### config.mk
export PLATFORM = sky130hd
export DESIGN_NAME = ppbc_port_control
export DESIGN_NICKNAME = d
export VERILOG_FILES = /design/src/hdl/ppbc_pkg.sv /design/src/hdl/ppbc_port_control.sv /design/src/hdl/ppbc_ctrl_reg.sv
export SDC_FILE = /design/constraint.sdc
export NUM_CORES = 1
export LEC_CHECK = 0
export BUFFER_PORTS_ARGS = -buffer_cell sky130_fd_sc_hd__buf_2
export CAP_MARGIN = 40
export CORE_ASPECT_RATIO = 1.25
export CORE_UTILIZATION = 30
export CTS_BUF_LIST = sky130_fd_sc_hd__clkbuf_16
export DETAILED_ROUTE_END_ITERATION = 8
export PLACE_DENSITY = 0.48
export SYNTH_ARGS = -nofsm -noshare
export SYNTH_HDL_FRONTEND = slang
export SYNTH_HIERARCHICAL = 1
export SYNTH_SLANG_ARGS = --single-unit
export TNS_END_PERCENT = 1
### constraint.sdc
create_clock -name ref_clk -period 6 [get_ports ref_clk]
set_input_delay 0.6 -clock ref_clk [delete_from_list [all_inputs] [get_ports ref_clk]]
set_output_delay 0.6 -clock ref_clk [all_outputs]
set_load 0.05 [all_outputs]
### src/hdl/ppbc_pkg.sv
// Constants and types shared by the port transceiver control block.
package ppbc_pkg;
    localparam logic [4:0]  CTRL_REG_INDEX   = 5'h00;
    localparam int          BIT_SOFT_RESET   = 15;
    localparam int          BIT_LOOPBACK     = 14;
    localparam int          BIT_SPEED        = 13;
    localparam int          BIT_AUTONEG      = 12;
    localparam int          BIT_POWER_DOWN   = 11;
    localparam int          BIT_AN_RESTART   = 9;
    localparam int          BIT_DUPLEX       = 8;
    localparam int          BIT_COL_TEST     = 7;
    localparam logic [15:0] CTRL_RESET_VALUE = 16'h0000;
    localparam logic [15:0] CTRL_STORE_MASK  = 16'h7980;
    localparam logic [5:0]  PREAMBLE_LEN     = 6'h20;
    localparam logic [5:0]  HDR_LAST         = 6'h0C;
    localparam logic [5:0]  DATA_LAST        = 6'h0F;
    localparam logic [1:0]  OP_READ          = 2'h2;
    localparam logic [1:0]  OP_WRITE         = 2'h1;

    typedef enum logic [4:0] {
        ST_PRE  = 5'b00001,
        ST_HDR  = 5'b00010,
        ST_TA   = 5'b00100,
        ST_DATA = 5'b01000,
        ST_IDLE = 5'b10000
    } ppbc_state_t;
endpackage : ppbc_pkg

### src/hdl/ppbc_port_control.sv
// Port transceiver control register with its serial management slave.
`timescale 1ns/1ps
// Summary of operation
// - Soft reset by management write restores defaults, then self-clears.
// - Loopback returns fabric transmissions, none to line.
// - Forced speed bit selects 10 or 100.
// - Autoneg enable overrides forced speed and duplex.
// - Power down bit places port in power-down.
// - Restart bit restarts negotiation and self-clears.
// - Forced duplex bit selects half or full.
// - Collision test asserts collision during transmission.
// - Speed default is negotiation OR speed strap.
// - Autoneg default equals negotiation strap.
// - Duplex default is not-negotiation AND duplex strap.
// - Loader overwrites register after reset or reload.
// - Sixteen-bit register at index zero, defaults from straps.
module ppbc_port_control (
    input  wire logic        ref_clk,
    input  wire logic        rst,
    input  wire logic [4:0]  phyAddr,
    input  wire logic        mdc,
    input  wire logic        mdioIn,
    output logic             mdioOut,
    output logic             mdioOe_n,
    input  wire logic        autonegStrap,
    input  wire logic        speedStrap,
    input  wire logic        duplexStrap,
    input  wire logic        loadValid,
    input  wire logic [15:0] loadData,
    input  wire logic        anSpeed100,
    input  wire logic        anFullDuplex,
    input  wire logic        fabricTxActive,
    output logic             lineTxEnable,
    output logic             fabricRxLoop,
    output logic             collision,
    output logic             speed100,
    output logic             fullDuplex,
    output logic             autonegEnable,
    output logic             autonegRestart,
    output logic             powerDown,
    output logic             portSoftReset
);
    typedef struct packed {
        ppbc_pkg::ppbc_state_t st;
        logic                  mdcPrev;
        logic [5:0]            cnt;
        logic [12:0]           hdr;
        logic [15:0]           shf;
        logic                  mdo;
        logic                  mdoeN;
        logic                  wrEn;
        logic [15:0]           wrData;
        logic                  txLine;
        logic                  rxLoop;
        logic                  col;
        logic                  spd;
        logic                  dup;
        logic                  ane;
        logic                  anr;
        logic                  pwd;
        logic                  srst;
    } ppbc_top_t;

    ppbc_top_t   s_r;
    ppbc_top_t   s_nxt;
    logic [15:0] ctrl;
    logic        softResetPulse;
    logic        anRestartPulse;
    logic        mdcRise;
    logic [12:0] hdrNxt;
    logic        isRead;
    logic        isOurs;

    ppbc_ctrl_reg u_ctrl_reg (
        .ref_clk        (ref_clk),
        .rst            (rst),
        .autonegStrap   (autonegStrap),
        .speedStrap     (speedStrap),
        .duplexStrap    (duplexStrap),
        .loadValid      (loadValid),
        .loadData       (loadData),
        .wrEn           (s_r.wrEn),
        .wrData         (s_r.wrData),
        .ctrl           (ctrl),
        .softResetPulse (softResetPulse),
        .anRestartPulse (anRestartPulse)
    );

    always_comb
    begin
        mdcRise = mdc & ~s_r.mdcPrev;
        hdrNxt  = {s_r.hdr[11:0], mdioIn};
        isRead  = s_r.hdr[11:10] == ppbc_pkg::OP_READ;
        isOurs  = s_r.hdr[9:5] == phyAddr;
        s_nxt         = s_r;
        s_nxt.mdcPrev = mdc;
        s_nxt.wrEn    = 1'b0;
        if (mdcRise)
        begin
            case (s_r.st)
                ppbc_pkg::ST_PRE:
                begin
                    if (mdioIn)
                    begin
                        if (s_r.cnt != ppbc_pkg::PREAMBLE_LEN)
                        begin
                            s_nxt.cnt = s_r.cnt + 6'h01;
                        end
                    end
                    else if (s_r.cnt == ppbc_pkg::PREAMBLE_LEN)
                    begin
                        s_nxt.st  = ppbc_pkg::ST_HDR;
                        s_nxt.cnt = '0;
                    end
                    else
                    begin
                        s_nxt.cnt = '0;
                    end
                end
                ppbc_pkg::ST_HDR:
                begin
                    s_nxt.hdr = hdrNxt;
                    s_nxt.cnt = s_r.cnt + 6'h01;
                    if (s_r.cnt == ppbc_pkg::HDR_LAST)
                    begin
                        s_nxt.cnt = '0;
                        s_nxt.st  = ppbc_pkg::ST_IDLE;
                        if (hdrNxt[12] && hdrNxt[9:5] == phyAddr &&
                            (hdrNxt[11:10] == ppbc_pkg::OP_READ ||
                             hdrNxt[11:10] == ppbc_pkg::OP_WRITE))
                        begin
                            s_nxt.st = ppbc_pkg::ST_TA;
                        end
                        // Only index zero is implemented; others read zero.
                        s_nxt.shf = (hdrNxt[4:0] == ppbc_pkg::CTRL_REG_INDEX)
                                  ? ctrl : 16'h0000;
                    end
                end
                ppbc_pkg::ST_TA:
                begin
                    s_nxt.cnt = s_r.cnt + 6'h01;
                    if (s_r.cnt == 6'h00 && isRead)
                    begin
                        s_nxt.mdo   = 1'b0;
                        s_nxt.mdoeN = 1'b0;
                    end
                    else if (s_r.cnt != 6'h00)
                    begin
                        s_nxt.st  = ppbc_pkg::ST_DATA;
                        s_nxt.cnt = '0;
                        if (isRead)
                        begin
                            s_nxt.mdo = s_r.shf[15];
                            s_nxt.shf = {s_r.shf[14:0], 1'b0};
                        end
                    end
                end
                ppbc_pkg::ST_DATA:
                begin
                    s_nxt.cnt = s_r.cnt + 6'h01;
                    if (isRead)
                    begin
                        s_nxt.mdo = s_r.shf[15];
                        s_nxt.shf = {s_r.shf[14:0], 1'b0};
                    end
                    else
                    begin
                        s_nxt.shf = {s_r.shf[14:0], mdioIn};
                    end
                    if (s_r.cnt == ppbc_pkg::DATA_LAST)
                    begin
                        s_nxt.st    = ppbc_pkg::ST_PRE;
                        s_nxt.cnt   = '0;
                        s_nxt.mdo   = 1'b1;
                        s_nxt.mdoeN = 1'b1;
                        s_nxt.wrEn  = !isRead && isOurs &&
                            s_r.hdr[4:0] == ppbc_pkg::CTRL_REG_INDEX;
                        s_nxt.wrData = {s_r.shf[14:0], mdioIn};
                    end
                end
                ppbc_pkg::ST_IDLE:
                begin
                    s_nxt.cnt = s_r.cnt + 6'h01;
                    if (s_r.cnt == ppbc_pkg::DATA_LAST + 6'h02)
                    begin
                        s_nxt.st  = ppbc_pkg::ST_PRE;
                        s_nxt.cnt = '0;
                    end
                end
                default:
                begin
                    s_nxt.st  = ppbc_pkg::ST_PRE;
                    s_nxt.cnt = '0;
                end
            endcase
        end
        s_nxt.ane  = ctrl[ppbc_pkg::BIT_AUTONEG];
        s_nxt.spd  = ctrl[ppbc_pkg::BIT_AUTONEG]
                   ? anSpeed100 : ctrl[ppbc_pkg::BIT_SPEED];
        s_nxt.dup  = ctrl[ppbc_pkg::BIT_AUTONEG]
                   ? anFullDuplex : ctrl[ppbc_pkg::BIT_DUPLEX];
        s_nxt.pwd  = ctrl[ppbc_pkg::BIT_POWER_DOWN];
        s_nxt.anr  = anRestartPulse;
        s_nxt.srst = softResetPulse;
        s_nxt.txLine = fabricTxActive & ~ctrl[ppbc_pkg::BIT_LOOPBACK]
                     & ~ctrl[ppbc_pkg::BIT_POWER_DOWN];
        s_nxt.rxLoop = fabricTxActive & ctrl[ppbc_pkg::BIT_LOOPBACK];
        s_nxt.col  = fabricTxActive & ctrl[ppbc_pkg::BIT_COL_TEST];
    end

    always_ff @(posedge ref_clk or posedge rst)
    begin
        if (rst)
        begin
            s_r       <= '0;
            s_r.st    <= ppbc_pkg::ST_PRE;
            s_r.mdo   <= 1'b1;
            s_r.mdoeN <= 1'b1;
        end
        else
        begin
            s_r <= s_nxt;
        end
    end

    assign mdioOut        = s_r.mdo;
    assign mdioOe_n       = s_r.mdoeN;
    assign lineTxEnable   = s_r.txLine;
    assign fabricRxLoop   = s_r.rxLoop;
    assign collision      = s_r.col;
    assign speed100       = s_r.spd;
    assign fullDuplex     = s_r.dup;
    assign autonegEnable  = s_r.ane;
    assign autonegRestart = s_r.anr;
    assign powerDown      = s_r.pwd;
    assign portSoftReset  = s_r.srst;

    a_loop_no_line: assert property (
        @(posedge ref_clk) disable iff (rst)
        ctrl[ppbc_pkg::BIT_LOOPBACK] && fabricTxActive
        |=> fabricRxLoop && !lineTxEnable)
        else $error("Loopback traffic reached the line.");
    a_forced_speed: assert property (
        @(posedge ref_clk) disable iff (rst)
        !ctrl[ppbc_pkg::BIT_AUTONEG]
        |=> speed100 == $past(ctrl[ppbc_pkg::BIT_SPEED])
            && fullDuplex == $past(ctrl[ppbc_pkg::BIT_DUPLEX]))
        else $error("Forced speed or duplex not applied.");
    a_autoneg_override: assert property (
        @(posedge ref_clk) disable iff (rst)
        ctrl[ppbc_pkg::BIT_AUTONEG]
        |=> autonegEnable && speed100 == $past(anSpeed100)
            && fullDuplex == $past(anFullDuplex))
        else $error("Forced bits not overridden.");
    a_collision_test: assert property (
        @(posedge ref_clk) disable iff (rst)
        collision == ($past(fabricTxActive)
            && $past(ctrl[ppbc_pkg::BIT_COL_TEST])))
        else $error("Collision indication wrong.");
    a_read_drive: assert property (
        @(posedge ref_clk) disable iff (rst)
        s_r.st == ppbc_pkg::ST_PRE |-> mdioOe_n)
        else $error("Line driven outside a read.");
endmodule : ppbc_port_control

### src/hdl/ppbc_ctrl_reg.sv
// Control register storage with strap defaults, loader and self-clearing bits.
`timescale 1ns/1ps
module ppbc_ctrl_reg (
    input  wire logic        ref_clk,
    input  wire logic        rst,
    input  wire logic        autonegStrap,
    input  wire logic        speedStrap,
    input  wire logic        duplexStrap,
    input  wire logic        loadValid,
    input  wire logic [15:0] loadData,
    input  wire logic        wrEn,
    input  wire logic [15:0] wrData,
    output logic      [15:0] ctrl,
    output logic             softResetPulse,
    output logic             anRestartPulse
);
    typedef struct packed {
        logic        init;
        logic [15:0] ctrl;
        logic        srst;
        logic        anrs;
    } ppbc_creg_t;

    ppbc_creg_t  s_r;
    ppbc_creg_t  s_nxt;
    logic [15:0] dflt;

    always_comb
    begin
        dflt = ppbc_pkg::CTRL_RESET_VALUE;
        dflt[ppbc_pkg::BIT_SPEED]   = autonegStrap | speedStrap;
        dflt[ppbc_pkg::BIT_AUTONEG] = autonegStrap;
        dflt[ppbc_pkg::BIT_DUPLEX]  = ~autonegStrap & duplexStrap;
        s_nxt      = s_r;
        s_nxt.init = 1'b1;
        s_nxt.srst = 1'b0;
        s_nxt.anrs = 1'b0;
        if (!s_r.init)
        begin
            s_nxt.ctrl = dflt & ppbc_pkg::CTRL_STORE_MASK;
        end
        else if (loadValid)
        begin
            s_nxt.ctrl = loadData & ppbc_pkg::CTRL_STORE_MASK;
            s_nxt.srst = loadData[ppbc_pkg::BIT_SOFT_RESET];
            s_nxt.anrs = loadData[ppbc_pkg::BIT_AN_RESTART];
        end
        else if (wrEn && wrData[ppbc_pkg::BIT_SOFT_RESET])
        begin
            s_nxt.ctrl = dflt & ppbc_pkg::CTRL_STORE_MASK;
            s_nxt.srst = 1'b1;
        end
        else if (wrEn)
        begin
            s_nxt.ctrl = wrData & ppbc_pkg::CTRL_STORE_MASK;
            s_nxt.anrs = wrData[ppbc_pkg::BIT_AN_RESTART];
        end
    end

    always_ff @(posedge ref_clk or posedge rst)
    begin
        if (rst)
        begin
            s_r <= '0;
        end
        else
        begin
            s_r <= s_nxt;
        end
    end

    assign ctrl           = s_r.ctrl;
    assign softResetPulse = s_r.srst;
    assign anRestartPulse = s_r.anrs;

    a_reserved_zero: assert property (
        @(posedge ref_clk) disable iff (rst)
        (s_r.ctrl & ~ppbc_pkg::CTRL_STORE_MASK) == 16'h0000)
        else $error("Reserved or self-clearing bit stored.");
    a_loader_overwrite: assert property (
        @(posedge ref_clk) disable iff (rst)
        s_r.init && loadValid |=>
            s_r.ctrl == ($past(loadData) & ppbc_pkg::CTRL_STORE_MASK))
        else $error("Loader value not taken.");
    a_soft_reset_default: assert property (
        @(posedge ref_clk) disable iff (rst)
        s_r.init && !loadValid && wrEn && wrData[ppbc_pkg::BIT_SOFT_RESET]
        |=> s_r.srst && s_r.ctrl[ppbc_pkg::BIT_AUTONEG] == $past(autonegStrap)
            && !s_r.ctrl[ppbc_pkg::BIT_LOOPBACK] ##1 !s_r.srst)
        else $error("Soft reset did not restore defaults.");
    a_restart_self_clear: assert property (
        @(posedge ref_clk) disable iff (rst)
        s_r.anrs |=> !s_r.anrs)
        else $error("Restart bit did not clear itself.");
endmodule : ppbc_ctrl_reg

# Word level (Yosys, flattened, before mapping)
# Index checks and enable logic that the tools add are counted.
# word_totals
input_bits	32
word_cells	125
out_inout_bits	11
register_bits	88
# op_classes
n_eq_ne	29
bitwise_logic	11
muxes	41
add_sub_neg	1
reduce_logical	21
# ops
operator	count
$mux 16	6
$mux 17	4
$pmux 16 s3	1
$mux 6	7
$mux 5	8
$pmux 6 s5	1
$pmux 5 s5	1
$mux 19	1
$mux 18	1
$ne 2x2->1 const B	9
$eq 6x4->1 const B	2
$ne 3x3->1 const B	4
$eq 5x5->1	2
$logic_not 5->1	2
$mux 1	9
$reduce_and 8->1	1
$add 6x1->6 const B	1
$and 1x1->1	6
$eq 6x5->1 const B	1
$eq 6x6->1 const B	1
$logic_and 1x1->1	6
$logic_not 6->1	1
$ne 6x6->1 const B	1
$reduce_and 6->1	1
other kinds (21)	26

# Longest topological paths before layout
# depth
ltp_word	7
depth_mapped	9

# Modules after synthesis
# Netlist, hierarchy kept.
# by_module_without_submodules
mod	n_inst	cells_each	area_per_inst_um2
ppbc_port_control	1	248	3261.9
ppbc_ctrl_reg	1	62	588.1

# Worst setup path after synthesis
# Ideal clock, no wire load.
# synth_timing
kind	reg2reg
start	reg s_r[57] (netlist name)
end	reg s_r[29] (netlist name)
n_path_buf	2
period_less_slack_ns	2.274
path_stages_with_launch	10
t_required_ns	5.875
setup_time_ns	0.125
path_slack_ns	3.726
arrival_time_ns	2.149
cell_sequence	dfrtp_1 -> inv_1 -> ha_1 -> or3b_1 -> o211ai_2 -> nor3b_2 -> o211a_1 -> buf_6 -> buf_12 -> mux2_4
# synth_between
elab_chain_len	4
word_cells_on_any_way	8
cone_classes	eq/ne (4); reduce/logical (4)
# synth_rtl
item	line	source
start, declared	ppbc_port_control.sv:64	ppbc_top_t s_r;
start signal, assigned	ppbc_port_control.sv:222	s_r <= s_nxt;
$logic_not 6->1	ppbc_port_control.sv:142	if (s_r.cnt == 6'h00 && isRead)
$logic_and 1x1->1	ppbc_port_control.sv:142	
$ne 2x2->1 (no source line)	-	
$reduce_and 6->1 (no source line) (*)	-	
# Mark *: on every way between the ends. The rest lies on a longest branch, timed or not.
# A chain may end at the register's enable or synchronous reset.

# Worst setup path after layout
# layout_timing
start	reg s_r[57] (netlist name)
end	reg s_r[41] (netlist name)
# Same word-level chain as after synthesis.

==> reports/metrics.yaml <==
n_antenna_cell: 0
grt_max_degree: 61
p_leak_uw: 0.00191
first_pass_iters: 4
reg2reg_to: "s_r[41]"
setup_viol: 0
antenna_found_initial: 0
drt-total-wl_mm: 7.14
insertion_delay_ns: 0.33
io_pins: 43
syn_avg_cell_area_um2: 12.1
vias_per_cell: 4.93
postCtsHoldBufs: 0
fin_crit_ns: 2.90
syn_inst: 294
syn_area_um2: 3560
tns_ns: 0
crit_required_ns: 6.21
clk_pin_slew_ns: 0.05
nNetsFinal: 363
cp-start-kind: "flip-flop"
core_area_um2: 11600
final_cell_count_no_fill: 469
worstSetupEndpointType: "flip-flop"
hp-class: "in -> async"
cts_sinks: 69
ff2ff_path_depth: 7
die_h_um: 124
worst_slew_pin_slew_ns: 0.828
gp_congestion: 0.781
critPathArrivalTime_ns: 3.11
grt_pass1_vias: 2306
start_util: 0.308
r2r_start: "s_r[57]"
grt_usage: 0.127
syn2layout_area_growth_pct: 14.7
slew_viol_final: 0
irDropWorstVdd_v: 0.000141
crit_path_end: "s_r[41]"
fmax_mhz: 345
cts_inserted_buffers: 9
row_count: 44
initialDrtViolationCount: 109
cts_root_buf: "clkbuf_16"
largest_reg_flops: 37
slew_headroom: 0.448
fin_crit_sh: 0.483
rsz0062_at_grt: "false"
power_density_nw_per_um2: 376
die_x_um: 99.4
status: "complete, no violations"
ff2ff_setup_slack_ns: 3.10
h-tree-depth: 3
wl_per_cell_um: 15.2
dp.cells: 455
dieArea_um2: 12300
crit_type: "reg -> reg"
yosysWarnings: 6
postCtsResizedCells: 0
largest_register: "s_r"
ant_nets: 0
cp-startpoint: "s_r[57]"
place_hpwl_mm: 5.05
path_max_fanout: 16
grt_pass1_wl_mm: 11.8
post_cts_buffers: 0
drc_errors: 0
maxCapViolations: 0
clockBufferDepth: 2
final_hold_viol_count: 0
io_buffer_count: 34
drive_gt1_frac: 0.335
vias: 2313
fin_skew_ns: 0.00552
grt-ovfl-total: 0
cts_tree: "done"
critical path, stage by stage (launching register included):
cell	delay [ns]
dfrtp_1	0.42
inv_1	0.11
ha_1	0.19
or3b_1	0.40
o211ai_2	0.21
nor3b_2	0.29
o211a_1	0.75
mux2_2	0.42
worst min path at each step:
| stage | startpoint | slack [ns] | end | cells past startpoint |
|---|---|---|---|---|
| 2_1_floorplan | u_ctrl_reg/anRestartPulse | 0.33 | autonegRestart | 0 |
| 3_3_place_gp | u_ctrl_reg/anRestartPulse | 0.34 | autonegRestart | 0 |
| 3_5_place_dp | u_ctrl_reg/anRestartPulse | 0.33 | autonegRestart | 0 |
| 4_1_cts | rst | 0.25 | u_ctrl_reg/softResetPulse | 2 |
| 5_1_grt | rst | 0.27 | u_ctrl_reg/softResetPulse | 2 |
| 6_report | rst | 0.25 | u_ctrl_reg/softResetPulse | 2 |
layer usage:
metal	wire, µm	vias to the layer above	track usage
met2	3500	41	0.200
met1	3250	1145	0.162
met5	0	-	0
li1	-	1113	-
met4	169	0	0.0827
met3	215	14	0.0196
cell type report:
| cell class | instances | area, µm² |
|---|---|---|
| fillers | 1157 | 7480 |
| clock inverters | 5 | 71.3 |
| multi-input cells | 202 | 1650 |
| repair buffers | 38 | 204 |
| clock buffers | 9 | 225 |
| well taps | 138 | 173 |
| flip-flops and latches | 69 | 1730 |
| inverters | 8 | 30.0 |
through the flow:
stage	hold WS [ns]	util	area (µm²)	worst slack (ns)	total power [µW]
after detailed placement	0.335	0.327	3780	3.12	1010
after global routing	0.274	0.353	4080	2.91	1620
after global placement	0.335	0.326	3770	3.06	998
final	0.248	0.353	4080	3.10	1530
after CTS	0.250	0.353	4080	3.10	1560
after floorplan	0.331	-	3590	3.73	920
cell usage in the layout (no fill, tap or decap), types with 4 or more instances in the layout:
cell type,count
conb_1,11
a22o_1,17
nand3_1,6
xor2_1,4
o21ai_1,5
nand2_1,14
clkbuf_16,9
dfrtp_1,66
mux2_4,10
mux2_2,33
inv_1,9
and2_1,4
buf_2,34
nor3_1,4
o21ai_0,8
nor2_1,7
nor2b_1,4
xnor2_1,7
nand2b_1,8
power breakdown:
group | switching [µW] | internal [µW] | leakage, µW
registers | 78.8 | 549 | 0.000919
clock network | 180 | 354 | 0.000155
logic | 185 | 187 | 0.000833
Note: power is estimated with default switching activity, not from simulation.
